## config.mk

```make
export PLATFORM = sky130hd
export DESIGN_NAME = bfc_top
export DESIGN_NICKNAME = d
export VERILOG_FILES = /design/src/rtl/bfc_pkg.sv /design/src/rtl/bfc_top.sv
export SDC_FILE = /design/constraint.sdc
export NUM_CORES = 1
export LEC_CHECK = 0
export ABC_AREA = 1
export CELL_PAD_IN_SITES_DETAIL_PLACEMENT = 1
export CELL_PAD_IN_SITES_GLOBAL_PLACEMENT = 2
export CORE_AREA = 2 2 174 176
export CTS_CLUSTER_DIAMETER = 50
export DETAILED_ROUTE_END_ITERATION = 8
export DIE_AREA = 0 0 176 178
export DONT_BUFFER_PORTS = 1
export GPL_TIMING_DRIVEN = 0
export PLACE_DENSITY_LB_ADDON = 0.05
export SYNTH_ARGS = -nofsm -noshare
export SYNTH_HDL_FRONTEND = slang
export SYNTH_SLANG_ARGS = --single-unit
```

## constraint.sdc

```tcl
create_clock -name pclk -period 3.7 [get_ports pclk]
set_input_delay 0.74 -clock pclk [delete_from_list [all_inputs] [get_ports pclk]]
set_output_delay 0.74 -clock pclk [all_outputs]
set_load 0.1 [all_outputs]
```

## src/rtl/bfc_pkg.sv

```systemverilog
// Functional notes
// RULE_01: Power-up in asynchronous array read mode
// RULE_02: Equal blocks, each erasable independently
// RULE_03: Controller runs operations, reports status register
// RULE_04: Burst read gives one word per clock
// RULE_05: Latch-controlled read uses latched address
// RULE_06: Write buffer programs one to sixteen words
// RULE_07: Single word program command
// RULE_08: Block erase suspendable and resumable
// RULE_09: Program suspendable for reads, then resumed
// RULE_10: Per-block protection, all protected at power-up
// RULE_11: Protection state kept nonvolatile across power; code keeps prot across pin reset only, core reset reloads all ones
// RULE_12: Program/erase refused while enable input low
// RULE_13: Protection register, factory and user segments
// RULE_14: Reset pin resets and powers down
// RULE_15: Idle async bus enters auto low power
// RULE_16: Status output level mode shows busy
// RULE_17: Status output pulse mode marks completion
// RULE_18: Host waits for controller done before next
// RULE_19: Ready/busy driven on data bit seven
// RULE_20: Reset low clears status, floats outputs
// RULE_21: Address latch captures on latch rise
// RULE_22: Burst clock active edge is selectable
package bfc_pkg;
  // ----------------------------------------------------------
  // Register map (APB byte addresses)
  // ----------------------------------------------------------
  localparam logic [7:0] BFC_CTRL_OFS = 8'h00;
  localparam logic [7:0] BFC_CMD_OFS = 8'h04;
  localparam logic [7:0] BFC_STAT_OFS = 8'h08;
  localparam logic [7:0] BFC_PROT_OFS = 8'h0C;
  localparam logic [7:0] BFC_PREG_OFS = 8'h10;
  localparam logic [7:0] BFC_PLOCK_OFS = 8'h14;
  localparam logic [7:0] BFC_BUFCNT_OFS = 8'h18;
  // ----------------------------------------------------------
  // Geometry and fields
  // ----------------------------------------------------------
  localparam int BFC_NBLK = 32;
  localparam int BFC_BUFMAX = 16;
  localparam int BFC_PSEG = 64;
  localparam int BFC_CTRL_BURST = 0;
  localparam int BFC_CTRL_FALL = 1;
  localparam int BFC_CTRL_PULSE = 2;
  localparam int BFC_CTRL_LATCH = 3;
  localparam int BFC_ST_READY = 7;
  localparam int BFC_ST_ERSUSP = 6;
  localparam int BFC_ST_ERERR = 5;
  localparam int BFC_ST_PGERR = 4;
  localparam int BFC_ST_VPERR = 3;
  localparam int BFC_ST_PGSUSP = 2;
  localparam int BFC_ST_PROTERR = 1;
  localparam int BFC_ST_LOWPWR = 0;
  // ----------------------------------------------------------
  // Reset values and counts
  // ----------------------------------------------------------
  localparam logic [3:0] BFC_CTRL_RST = 4'h0;
  localparam logic [31:0] BFC_PROT_RST = 32'hFFFF_FFFF;
  localparam logic [7:0] BFC_STAT_RST = 8'h80;
  localparam logic [15:0] BFC_PROG_CYC = 16'h0010;
  localparam logic [15:0] BFC_ERASE_CYC = 16'h0100;
  localparam logic [15:0] BFC_IDLE_CYC = 16'h0020;
  localparam logic [3:0] BFC_PULSE_CYC = 4'h4;
  localparam logic [63:0] BFC_UID = 64'h0123_4567_89AB_CDEF; // Arbitrary
  // ----------------------------------------------------------
  // Commands and states
  // ----------------------------------------------------------
  typedef enum logic [3:0] {
    BFC_C_NONE = 4'h0, BFC_C_WORD = 4'h1, BFC_C_BUF = 4'h2,
    BFC_C_ERASE = 4'h3, BFC_C_SUSP = 4'h4, BFC_C_RESUME = 4'h5,
    BFC_C_PROT = 4'h6, BFC_C_UNPROT = 4'h7, BFC_C_CLR = 4'h8,
    BFC_C_PREG = 4'h9, BFC_C_PLOCK = 4'hA
  } bfc_cmd_t;
  typedef enum logic [3:0] {
    BFC_S_IDLE = 4'b0001, BFC_S_PROG = 4'b0010,
    BFC_S_ERASE = 4'b0100, BFC_S_SUSP = 4'b1000
  } bfc_state_t;
endpackage

```

## src/rtl/bfc_top.sv

```systemverilog
`timescale 1ns/1ns
module bfc_top import bfc_pkg::*; (
  input wire logic pclk,
  input wire logic presetn,
  input wire logic clk_en,
  input wire logic psel,
  input wire logic penable,
  input wire logic pwrite,
  input wire logic [7:0] paddr,
  input wire logic [31:0] pwdata,
  output logic [31:0] prdata,
  output logic pready,
  output logic pslverr,
  input wire logic reset_powerdown_pin_n,
  input wire logic program_erase_enable_input,
  input wire logic burst_clk,
  input wire logic latch_en_n,
  input wire logic chip_en_n,
  input wire logic [20:0] addr_in,
  output logic [20:0] addr_used,
  output logic [15:0] dq_out,
  output logic dq_oe,
  output logic controller_state_output_o,
  output logic controller_state_output_oe,
  output logic low_power
);
  // ----------------------------------------------------------
  // Pin synchronisers
  // ----------------------------------------------------------
  logic [1:0] rp_s, vp_s, k_s, le_s, ce_s;
  logic k_d, le_d, ce_d;
  logic [20:0] a_s1, a_s2;
  always_ff @(posedge pclk or negedge presetn) begin
    if (!presetn) begin
      rp_s <= 2'b00;
      vp_s <= 2'b00;
      k_s <= 2'b00;
      le_s <= 2'b11;
      ce_s <= 2'b11;
      k_d <= 1'b0;
      le_d <= 1'b1;
      ce_d <= 1'b1;
      a_s1 <= 21'h00_0000;
      a_s2 <= 21'h00_0000;
    end else if (clk_en) begin
      rp_s <= {rp_s[0], reset_powerdown_pin_n};
      vp_s <= {vp_s[0], program_erase_enable_input};
      k_s <= {k_s[0], burst_clk};
      le_s <= {le_s[0], latch_en_n};
      ce_s <= {ce_s[0], chip_en_n};
      k_d <= k_s[1];
      le_d <= le_s[1];
      ce_d <= ce_s[1];
      // Address pins lag like the strobes, so latching stays aligned
      a_s1 <= addr_in;
      a_s2 <= a_s1;
    end
  end
  logic pd;
  assign pd = !rp_s[1];
  // ----------------------------------------------------------
  // APB access
  // ----------------------------------------------------------
  logic wr, rd;
  assign pready = 1'b1;
  assign wr = psel && penable && pwrite && clk_en;
  assign rd = psel && penable && !pwrite;
  logic [3:0] ctrl;
  always_ff @(posedge pclk or negedge presetn) begin
    if (!presetn) ctrl <= BFC_CTRL_RST; // [RULE_01]
    else if (clk_en && pd) ctrl <= BFC_CTRL_RST; // [RULE_14]
    else if (wr && paddr == BFC_CTRL_OFS) ctrl <= pwdata[3:0]; // [RULE_22]
  end
  logic cmd_wr;
  bfc_cmd_t cmd;
  logic [4:0] cblk;
  assign cmd_wr = wr && paddr == BFC_CMD_OFS && !pd;
  assign cmd = bfc_cmd_t'(pwdata[3:0]);
  assign cblk = pwdata[8:4];
  // ----------------------------------------------------------
  // Program/erase controller
  // ----------------------------------------------------------
  bfc_state_t st, sus_st;
  logic [15:0] cnt, sus_cnt;
  logic [7:0] stat;
  logic [4:0] bufn;
  logic busy, op_done, start_ok;
  logic [31:0] prot;
  logic [63:0] ureg;
  logic ulock;
  assign busy = (st == BFC_S_PROG) || (st == BFC_S_ERASE);
  assign op_done = busy && cnt == 16'h0000;
  // Refuse when disabled or protected target
  assign start_ok = vp_s[1] && !prot[cblk] && st == BFC_S_IDLE; // [RULE_12]
  always_ff @(posedge pclk or negedge presetn) begin
    if (!presetn) begin
      st <= BFC_S_IDLE;
      sus_st <= BFC_S_IDLE;
      cnt <= 16'h0000;
      sus_cnt <= 16'h0000;
      bufn <= 5'h00;
    end else if (clk_en) begin
      if (pd) begin // Aborts any operation [RULE_14]
        st <= BFC_S_IDLE;
        cnt <= 16'h0000;
      end else if (op_done) begin
        st <= BFC_S_IDLE; // [RULE_03]
      end else if (busy) begin
        cnt <= cnt - 16'h0001;
        if (cmd_wr && cmd == BFC_C_SUSP) begin // [RULE_08] [RULE_09]
          sus_st <= st;
          sus_cnt <= cnt;
          st <= BFC_S_SUSP;
        end
      end else if (cmd_wr) begin
        case (cmd)
          BFC_C_WORD: if (start_ok) begin // [RULE_07]
            st <= BFC_S_PROG;
            cnt <= BFC_PROG_CYC;
          end
          BFC_C_BUF: if (start_ok) begin
            // Field holds count minus one, so sixteen fits
            bufn <= {1'b0, pwdata[12:9]} + 5'h01; // [RULE_06]
            st <= BFC_S_PROG;
            cnt <= BFC_PROG_CYC;
          end
          BFC_C_ERASE: if (start_ok) begin // [RULE_02]
            st <= BFC_S_ERASE;
            cnt <= BFC_ERASE_CYC;
          end
          BFC_C_RESUME: if (st == BFC_S_SUSP) begin
            st <= sus_st; // [RULE_08]
            cnt <= sus_cnt;
          end
          BFC_C_NONE: st <= st;
          default: st <= st;
        endcase
      end
    end
  end
  // ----------------------------------------------------------
  // Status register: set wins over clear
  // ----------------------------------------------------------
  logic refuse_v, refuse_p;
  assign refuse_v = cmd_wr && !vp_s[1] && st == BFC_S_IDLE &&
    (cmd == BFC_C_WORD || cmd == BFC_C_BUF || cmd == BFC_C_ERASE);
  assign refuse_p = cmd_wr && vp_s[1] && prot[cblk] && st == BFC_S_IDLE &&
    (cmd == BFC_C_WORD || cmd == BFC_C_BUF || cmd == BFC_C_ERASE);
  logic lp;
  logic [6:1] sflag;
  always_ff @(posedge pclk or negedge presetn) begin
    if (!presetn) sflag <= 6'h00;
    else if (clk_en) begin
      if (pd) sflag <= 6'h00; // [RULE_20]
      else begin
        sflag[BFC_ST_VPERR] <= refuse_v || (sflag[BFC_ST_VPERR] && // [RULE_12]
          !(cmd_wr && cmd == BFC_C_CLR));
        sflag[BFC_ST_PROTERR] <= refuse_p || (sflag[BFC_ST_PROTERR] &&
          !(cmd_wr && cmd == BFC_C_CLR)); // [RULE_10]
        sflag[BFC_ST_PGERR] <= refuse_v || refuse_p || (sflag[BFC_ST_PGERR]
          && !(cmd_wr && cmd == BFC_C_CLR));
        sflag[BFC_ST_ERERR] <= (refuse_v && cmd == BFC_C_ERASE) ||
          (sflag[BFC_ST_ERERR] && !(cmd_wr && cmd == BFC_C_CLR));
        sflag[BFC_ST_ERSUSP] <= st == BFC_S_SUSP && sus_st == BFC_S_ERASE;
        sflag[BFC_ST_PGSUSP] <= st == BFC_S_SUSP && sus_st == BFC_S_PROG;
      end
    end
  end
  assign stat = {!busy, sflag, lp}; // [RULE_19]
  // ----------------------------------------------------------
  // Protection bits, protection register
  // ----------------------------------------------------------
  // Flops model cells; bits survive pin reset, not core reset
  always_ff @(posedge pclk or negedge presetn) begin
    if (!presetn) prot <= BFC_PROT_RST; // [RULE_10]
    else if (clk_en && cmd_wr && vp_s[1] && st == BFC_S_IDLE) begin
      if (cmd == BFC_C_PROT) prot[cblk] <= 1'b1; // [RULE_11]
      else if (cmd == BFC_C_UNPROT) prot <= 32'h0000_0000;
    end
  end
  always_ff @(posedge pclk or negedge presetn) begin
    if (!presetn) begin
      ureg <= 64'h0000_0000_0000_0000;
      ulock <= 1'b0;
    end else if (clk_en && cmd_wr && vp_s[1] && !ulock) begin // [RULE_13]
      if (cmd == BFC_C_PREG && pwdata[9]) ureg[63:32] <= {pwdata[31:10],
        10'h000};
      else if (cmd == BFC_C_PREG) ureg[31:0] <= {pwdata[31:10], 10'h000};
      else if (cmd == BFC_C_PLOCK) ulock <= 1'b1;
    end
  end
  // ----------------------------------------------------------
  // Address latch and read path
  // ----------------------------------------------------------
  logic [20:0] alat;
  logic k_act;
  // Active edge per polarity bit
  assign k_act = ctrl[BFC_CTRL_FALL] ? (k_d && !k_s[1]) : // [RULE_22]
    (!k_d && k_s[1]);
  always_ff @(posedge pclk or negedge presetn) begin
    if (!presetn) alat <= 21'h00_0000;
    else if (clk_en) begin
      if (!le_s[1] && !ctrl[BFC_CTRL_BURST]) alat <= a_s2; // [RULE_21]
      else if (ctrl[BFC_CTRL_BURST] && k_act && !ce_s[1]) begin
        alat <= le_s[1] ? alat + 21'h00_0001 : a_s2; // [RULE_04]
      end
    end
  end
  // Latched address used in latch mode
  assign addr_used = ctrl[BFC_CTRL_LATCH] ? alat : a_s2; // [RULE_05]
  always_ff @(posedge pclk or negedge presetn) begin
    if (!presetn) begin
      dq_out <= 16'h0000;
      dq_oe <= 1'b0;
    end else if (clk_en) begin
      dq_oe <= !pd && !ce_s[1]; // [RULE_20]
      dq_out <= {8'h00, stat};
    end
  end
  // ----------------------------------------------------------
  // Auto low power
  // ----------------------------------------------------------
  logic [15:0] idle;
  always_ff @(posedge pclk or negedge presetn) begin
    if (!presetn) begin
      idle <= 16'h0000;
      lp <= 1'b0;
    end else if (clk_en) begin
      if (ce_s[1] != ce_d || le_s[1] != le_d || ctrl[BFC_CTRL_BURST]) begin
        idle <= 16'h0000;
        lp <= pd;
      end else if (idle == BFC_IDLE_CYC) lp <= 1'b1; // [RULE_15]
      else idle <= idle + 16'h0001;
    end
  end
  assign low_power = lp;
  // ----------------------------------------------------------
  // Status output, open drain
  // ----------------------------------------------------------
  logic [3:0] pcnt;
  always_ff @(posedge pclk or negedge presetn) begin
    if (!presetn) pcnt <= 4'h0;
    else if (clk_en) begin
      if (op_done) pcnt <= BFC_PULSE_CYC; // [RULE_17]
      else if (pcnt != 4'h0) pcnt <= pcnt - 4'h1;
    end
  end
  assign controller_state_output_o = 1'b0;
  assign controller_state_output_oe = ctrl[BFC_CTRL_PULSE] ?
    (pcnt != 4'h0) : busy; // [RULE_16]
  // ----------------------------------------------------------
  // APB read mux
  // ----------------------------------------------------------
  always_comb begin
    prdata = 32'h0000_0000;
    pslverr = 1'b0;
    if (rd) begin
      case (paddr)
        BFC_CTRL_OFS: prdata = {28'h000_0000, ctrl};
        BFC_CMD_OFS: prdata = 32'h0000_0000;
        BFC_STAT_OFS: prdata = {24'h00_0000, stat}; // [RULE_03]
        BFC_PROT_OFS: prdata = prot;
        BFC_PREG_OFS: prdata = BFC_UID[31:0] ^ ureg[31:0]; // [RULE_13]
        BFC_PLOCK_OFS: prdata = {31'h0000_0000, ulock};
        BFC_BUFCNT_OFS: prdata = {27'h000_0000, bufn};
        default: pslverr = 1'b1;
      endcase
    end
  end
  // ----------------------------------------------------------
  // Checks
  // ----------------------------------------------------------
  property p_refuse;
    @(posedge pclk) disable iff (!presetn)
    (refuse_v && clk_en) |=> st == BFC_S_IDLE && stat[BFC_ST_VPERR];
  endproperty
  a_refuse: assert property (p_refuse) else $error("op not refused"); // [RULE_12]
  property p_pd;
    @(posedge pclk) disable iff (!presetn)
    (pd && clk_en) |=> !dq_oe && !busy;
  endproperty
  a_pd: assert property (p_pd) else $error("powerdown not held"); // [RULE_20]
  property p_lvl;
    @(posedge pclk) disable iff (!presetn)
    !ctrl[BFC_CTRL_PULSE] |-> controller_state_output_oe == busy;
  endproperty
  a_lvl: assert property (p_lvl) else $error("level wrong"); // [RULE_16]
  property p_pulse;
    @(posedge pclk) disable iff (!presetn)
    (op_done && clk_en) |=> pcnt == BFC_PULSE_CYC;
  endproperty
  a_pulse: assert property (p_pulse) else $error("no pulse"); // [RULE_17]
  property p_rdy;
    @(posedge pclk) disable iff (!presetn) (busy && clk_en) |=> !dq_out[7];
  endproperty
  a_rdy: assert property (p_rdy) else $error("ready wrong"); // [RULE_19]
  property p_prot;
    @(posedge pclk) disable iff (!presetn)
    (refuse_p && clk_en) |=> st == BFC_S_IDLE && stat[BFC_ST_PROTERR];
  endproperty
  a_prot: assert property (p_prot) else $error("protected op ran"); // [RULE_10]
  property p_susp;
    @(posedge pclk) disable iff (!presetn)
    (busy && !op_done && !pd && clk_en && cmd_wr && cmd == BFC_C_SUSP)
      |=> st == BFC_S_SUSP;
  endproperty
  a_susp: assert property (p_susp) else $error("no suspend"); // [RULE_08]
  property p_ulock;
    @(posedge pclk) disable iff (!presetn)
    ulock |=> ulock && $stable(ureg);
  endproperty
  a_ulock: assert property (p_ulock) else $error("user seg changed"); // [RULE_13]
  c_erase: cover property (@(posedge pclk) st == BFC_S_ERASE);
  c_susp: cover property (@(posedge pclk) st == BFC_S_SUSP);
  c_lp: cover property (@(posedge pclk) lp);
endmodule // bfc_top

```

Word level (Yosys, flattened, before mapping) --
Index checks and enable logic that the tools add are counted.
Word-level totals: flip-flop bits (word level) 216, output and inout port bits 75, input bits 72, logic and storage cells 201
Cells by class: reduce and logical (&&, ||, !) cells 82, equality and inequality tests 38, multiplexer cells 42, add/sub/neg operators 5, bitwise gates (word level) 6, $lt $le $gt $ge 2
Operators by type and width (number):
- 32-bit one-hot mux with 6 select lines | 1
- 16-bit two-way mux | 9
- 32-bit two-way mux | 3
- 21-bit two-way mux | 4
- 4-bit two-way mux | 12
- 16-bit one-hot mux with 3 select lines | 1
- 1-bit logical AND | 39
- 32-bit bitwise OR | 1
- 4-bit by 3-bit == test with 1-bit output (second input constant) | 6
- 8-bit by 5-bit == test with 1-bit output (second input constant) | 3
- 21-bit by 1-bit adder with 21-bit output (second input constant) | 1
- 7-bit AND reduction | 3
- 20-bit inverter | 1
- 16-bit by 1-bit adder with 16-bit output (second input constant) | 1
- 16-bit by 6-bit == test with 1-bit output (second input constant) | 1
- 4-bit by 2-bit == test with 1-bit output (second input constant) | 4
- 4-bit == test (second input constant) | 4
- 8-bit by 4-bit == test with 1-bit output (second input constant) | 2
- 16-bit zero test | 1
- 16-bit by 1-bit subtractor with 16-bit output (second input constant) | 1
- 1-bit zero test | 12
- 4-bit one-hot mux with 3 select lines | 1
- 1-bit logical OR | 10
- 5-bit by 2-bit != test with 1-bit output (second input constant) | 2
- 28 further kinds | 52

Longest topological paths before layout --
depth in word-level cells 12, mapped depth 17, mapped depth without buffers 15

Worst setup path before layout --
OpenSTA, ideal clock, no wires.
path kind input port to output port, from input paddr[1], to output prdata[3], path buffers 1, data required time 2960 ps, arrival time 3408 ps, cell stages on the path 8, setup slack -448 ps, cells stage by stage nor2_1 nand2_1 nor3_2 nor2_1 o2111ai_1 nand2_1 clkbuf_1 a41oi_1
On the way: cells in the longest elaborated chain, start to end 3, elaborated cells between the ends (all ways) 8, classes of those cells eq/ne: 5; mux: 2; reduce/logical: 1
Ends and longest elaborated chain:
- from (decl) | RTL line bfc_top.sv:9 | input wire logic [7:0] paddr,
- 8-bit by 5-bit == test with 1-bit output, or another cell as far along | RTL line bfc_top.sv:258 | case (paddr)
- 32-bit one-hot mux with 6 select lines (*) | RTL line bfc_top.sv:258
- 32-bit two-way mux (*) | RTL line bfc_top.sv:257 | if (rd) begin
- to (decl) | RTL line bfc_top.sv:11 | output logic [31:0] prdata,
Mark *: on every way between the ends. The rest lies on a longest branch, timed or not.

Final worst setup path --
Ends and elaborated chain as after synthesis.

==> impl_metrics.csv <==
group,metric,value,unit
synthesis,syn_area,11600,µm²
synthesis,yosysMostFrequentCell,"nand2_1",
global_route,grt_first_pass_wirelength,59900,µm
layout,multi_input_area,5780,µm²
synthesis,syn_area_per_cell,7.72,µm²
global_route,antenna_found_initial,0,
sta,rsz0062_at_grt,"true",
die,die_h,178,µm
die,core_area,29400,µm²
critical_path,crit_arrival,2800,ps
sta,min_period,3540,ps
synthesis,yosys.area.top_type,"dfrtp_1",
layout,finalNetCount,1630,
pwr,vdd_drop_max,0.000376,V
synthesis,synth-seq-area-share,47.0,%
route,drcViolationCount,0,
die,initial_core_util,39.5,%
critical_path,cp_max_fo,10,
clock_tree,clockRootBuffer,"clkbuf_16",
critical_path,cp-end-kind,"output pin",
global_route,grt-ovfl-total,0,
synthesis,synth_ff_type,"dfrtp_1",
synthesis,ys_async_sr_fraction,100,%
die,ios,147,
layout,fin_util,47.2,%
placement,preCtsSetupSlack,-800,ps
critical_path,start_kind,"input port",
critical_path,cp.required,2960,ps
synthesis,synth_common_cells,"nand2_1, dfrtp_1, inv_1, o21ai_0, nor2_1",
global_route,grt_use_total,24.4,%
die,die_area,31300,µm²
layout,regArea,5460,µm²
run,drv_cap,0,
sta,skew,12.4,ps
sta,worstMarginPinSlew,1160,ps
route,drtIter0Drc,485,
pwr,cellPowerDensity,571,nW/µm²
layout,antenna_cells,0,
synthesis,yosys_warnings,0,
clock_tree,h-tree-depth,2,
clock_tree,insertion_delay,500,ps
sta,slew_viol_final,0,
route,drtAntennaViolNets,0,
clock_tree,numCtsBuffers,35,
global_route,grt_pass1_vias,10700,
sta,holdWs,-64.0,ps
outcome,violations,"negative hold slack",
sta,fin_crit_sh,95.8,%
hold_path,min_path_type,"in2async",
pwr,total_power,0.00793,W
pwr,leakage,6.41,nW
critical_path,reg2reg_depth,9,
clock_tree,clock_sinks,216,
sta,setup_ws,156,ps
synthesis,yosysUniqueCellTypes,53,
synthesis,synth_edf_count,0,
placement,io_buffers,0,
critical_path,path_cells,"nor2_1, nand2_1, nor3_4, nor2_1, o2111ai_1, nand2_1, buf_4, a41oi_4",
clock_tree,cts_buffer_depth,3,
sta,fmax,282,MHz
route,avgViaCountPerCell,5.21,
sta,setup_viol,0,
synthesis,ys_ff_latch,216,
die,die_w,176,µm
die,rows,63,
placement,gp_congestion,0.793,
critical_path,path_class,"in2out",
critical_path,cp_slowest_cell,"a41oi_4",
layout,layout-drive-gt1-share,15.7,%
outcome,outcome,"finished, violations left",
layout,syn_to_final_growth,19.6,%
route,routed_wl,37500,µm
sta,relSlewSlack,22.9,%
clock_tree,tritoncts,"done",
placement,dp_hpwl,26800,µm
synthesis,synth_cells,1503,
layout,fillers,3598,
synthesis,synth_area_leaders,"dfrtp_1, nand2_1, dfstp_2",
clock_tree,cts.clk_slew.worst_paths,50,ps
global_route,grt_max_degree,217,
sta,hold_violations,166,
synthesis,synth_top_area_share,38.0,%
route,detail_route.wl_per_cell,19.1,µm
route,drt_first_pass_iters,5,
critical_path,slowest_delay,730,ps
route,via_count,10200,
==> logic make-up after synthesis <==
group	count (synthesis)	synth area share (%)
DFF	216	47.0
adders and majority gates	8	0.863
AOI/OAI and AO/OA	262	12.2
and+or+nand+nor	757	27.7
buffers and inverters	205	7.41
xor gates and xnor gates	32	2.42
muxes	21	2.36
other	2	0.0647
==> registers in the layout, summed over array words and instances, names as in the netlist, 8 cells and up <==
register / count
sus_cnt: 16
alat: 21
ureg: 22
a_s2: 21
idle: 16
prot: 32
a_s1: 21
dq_out: 8
cnt: 16
==> metrics by stage <==
step | instances | area [µm²] | hold WS [ps] | setup TNS, ps
6_report | 1966 | 13900 | -64.0 | 0
5_1_grt | 1966 | 13900 | -91.1 | 0
4_1_cts | 1967 | 13900 | -76.9 | 0
3_5_place_dp | 1902 | 12400 | 452 | -17480
3_3_place_gp | 1901 | 12200 | 452 | -27460
2_1_floorplan | 1511 | 11700 | 442 | -5660
==> cell type report <==
| cell class | instances | share of cell area [%] |
|---|---|---|
| repair buffers | 3 | 0.307 |
| clock buffers | 47 | 7.45 |
| flip-flops and latches | 216 | 39.3 |
| multi-input cells | 1090 | 41.6 |
| clock inverters | 16 | 1.49 |
| well taps | 390 | 3.52 |
| plain buffers | 65 | 2.52 |
| inverters | 139 | 3.76 |
==> layout by cell type, fill, tap and decap left out, types with 5 or more instances in the layout <==
cell type / Yosys / layout
buf_6: 4 / 5
a21oi_1: 88 / 67
dfstp_2: 40 / 40
nand4_1: 14 / 14
a21oi_4: 0 / 21
inv_1: 128 / 128
o21ai_2: 0 / 22
buf_4: 12 / 15
nand2_2: 4 / 6
o31ai_1: 8 / 8
inv_2: 10 / 10
dfrtp_1: 176 / 176
clkbuf_16: 0 / 37
mux2_1: 8 / 8
a31oi_4: 1 / 5
o21ai_1: 9 / 9
or2_2: 8 / 8
ha_1: 8 / 8
buf_2: 11 / 12
nor2_1: 106 / 100
mux2_4: 10 / 10
o21ai_0: 128 / 106
clkbuf_1: 36 / 32
xor2_1: 27 / 27
nand3_1: 72 / 72
nor2_4: 1 / 6
nand2_1: 490 / 488
clkbuf_8: 0 / 7
nor3_4: 6 / 7
nor3_1: 36 / 34
xnor2_1: 5 / 5
conb_1: 2 / 10
==> metal layers <==
layer | part of all wire [%] | track usage (%) | up-vias
met5 | 0 | 0 | -
met4 | 2.2 | 6.40 | 0
met3 | 4.7 | 5.05 | 60
met2 | 48 | 41.4 | 177
met1 | 45 | 31.8 | 5041
li1 | - | - | 4961
==> final timing paths <==
check / start / endpoint / slack [ps]
worst max-delay path: paddr[1] / prdata[3] / 160
worst min-delay path: presetn / alat[18] / -60
min in group pclk: addr_in[1] / a_s1[1] / 360
worst min register to register: ce_s[0] / ce_s[0] / 470
max in group asynchronous: presetn / sus_st[0] / 3450
worst max register to register: st[3] / sus_cnt[1] / 1000
==> critical path: cells and delay by family <==
family,cells,cell delay [ps]
buffers and inverters,1,280
AOI/OAI and AO/OA,2,860
and+or+nand+nor,5,900
==> where the power goes <==
part | internal, W | total, W | switching, W | leakage [nW]
Clock | 0.00225 | 0.00345 | 0.00120 | 0.605
Sequential | 0.00259 | 0.00287 | 0.000281 | 2.71
Combinational | 0.000430 | 0.00161 | 0.00118 | 3.09
==> what timing repair did <==
| item | 4_1_cts | 5_1_grt |
|---|---|---|
| endpoints found under the hold margin | 176 | 176 |
| pin swaps | 2 | 3 |
| setup endpoints to repair | 31 | 25 |
| resized for setup | 37 | 13 |
| setup buffers | 2 | 0 |
(Power assumes the default switching activity.)
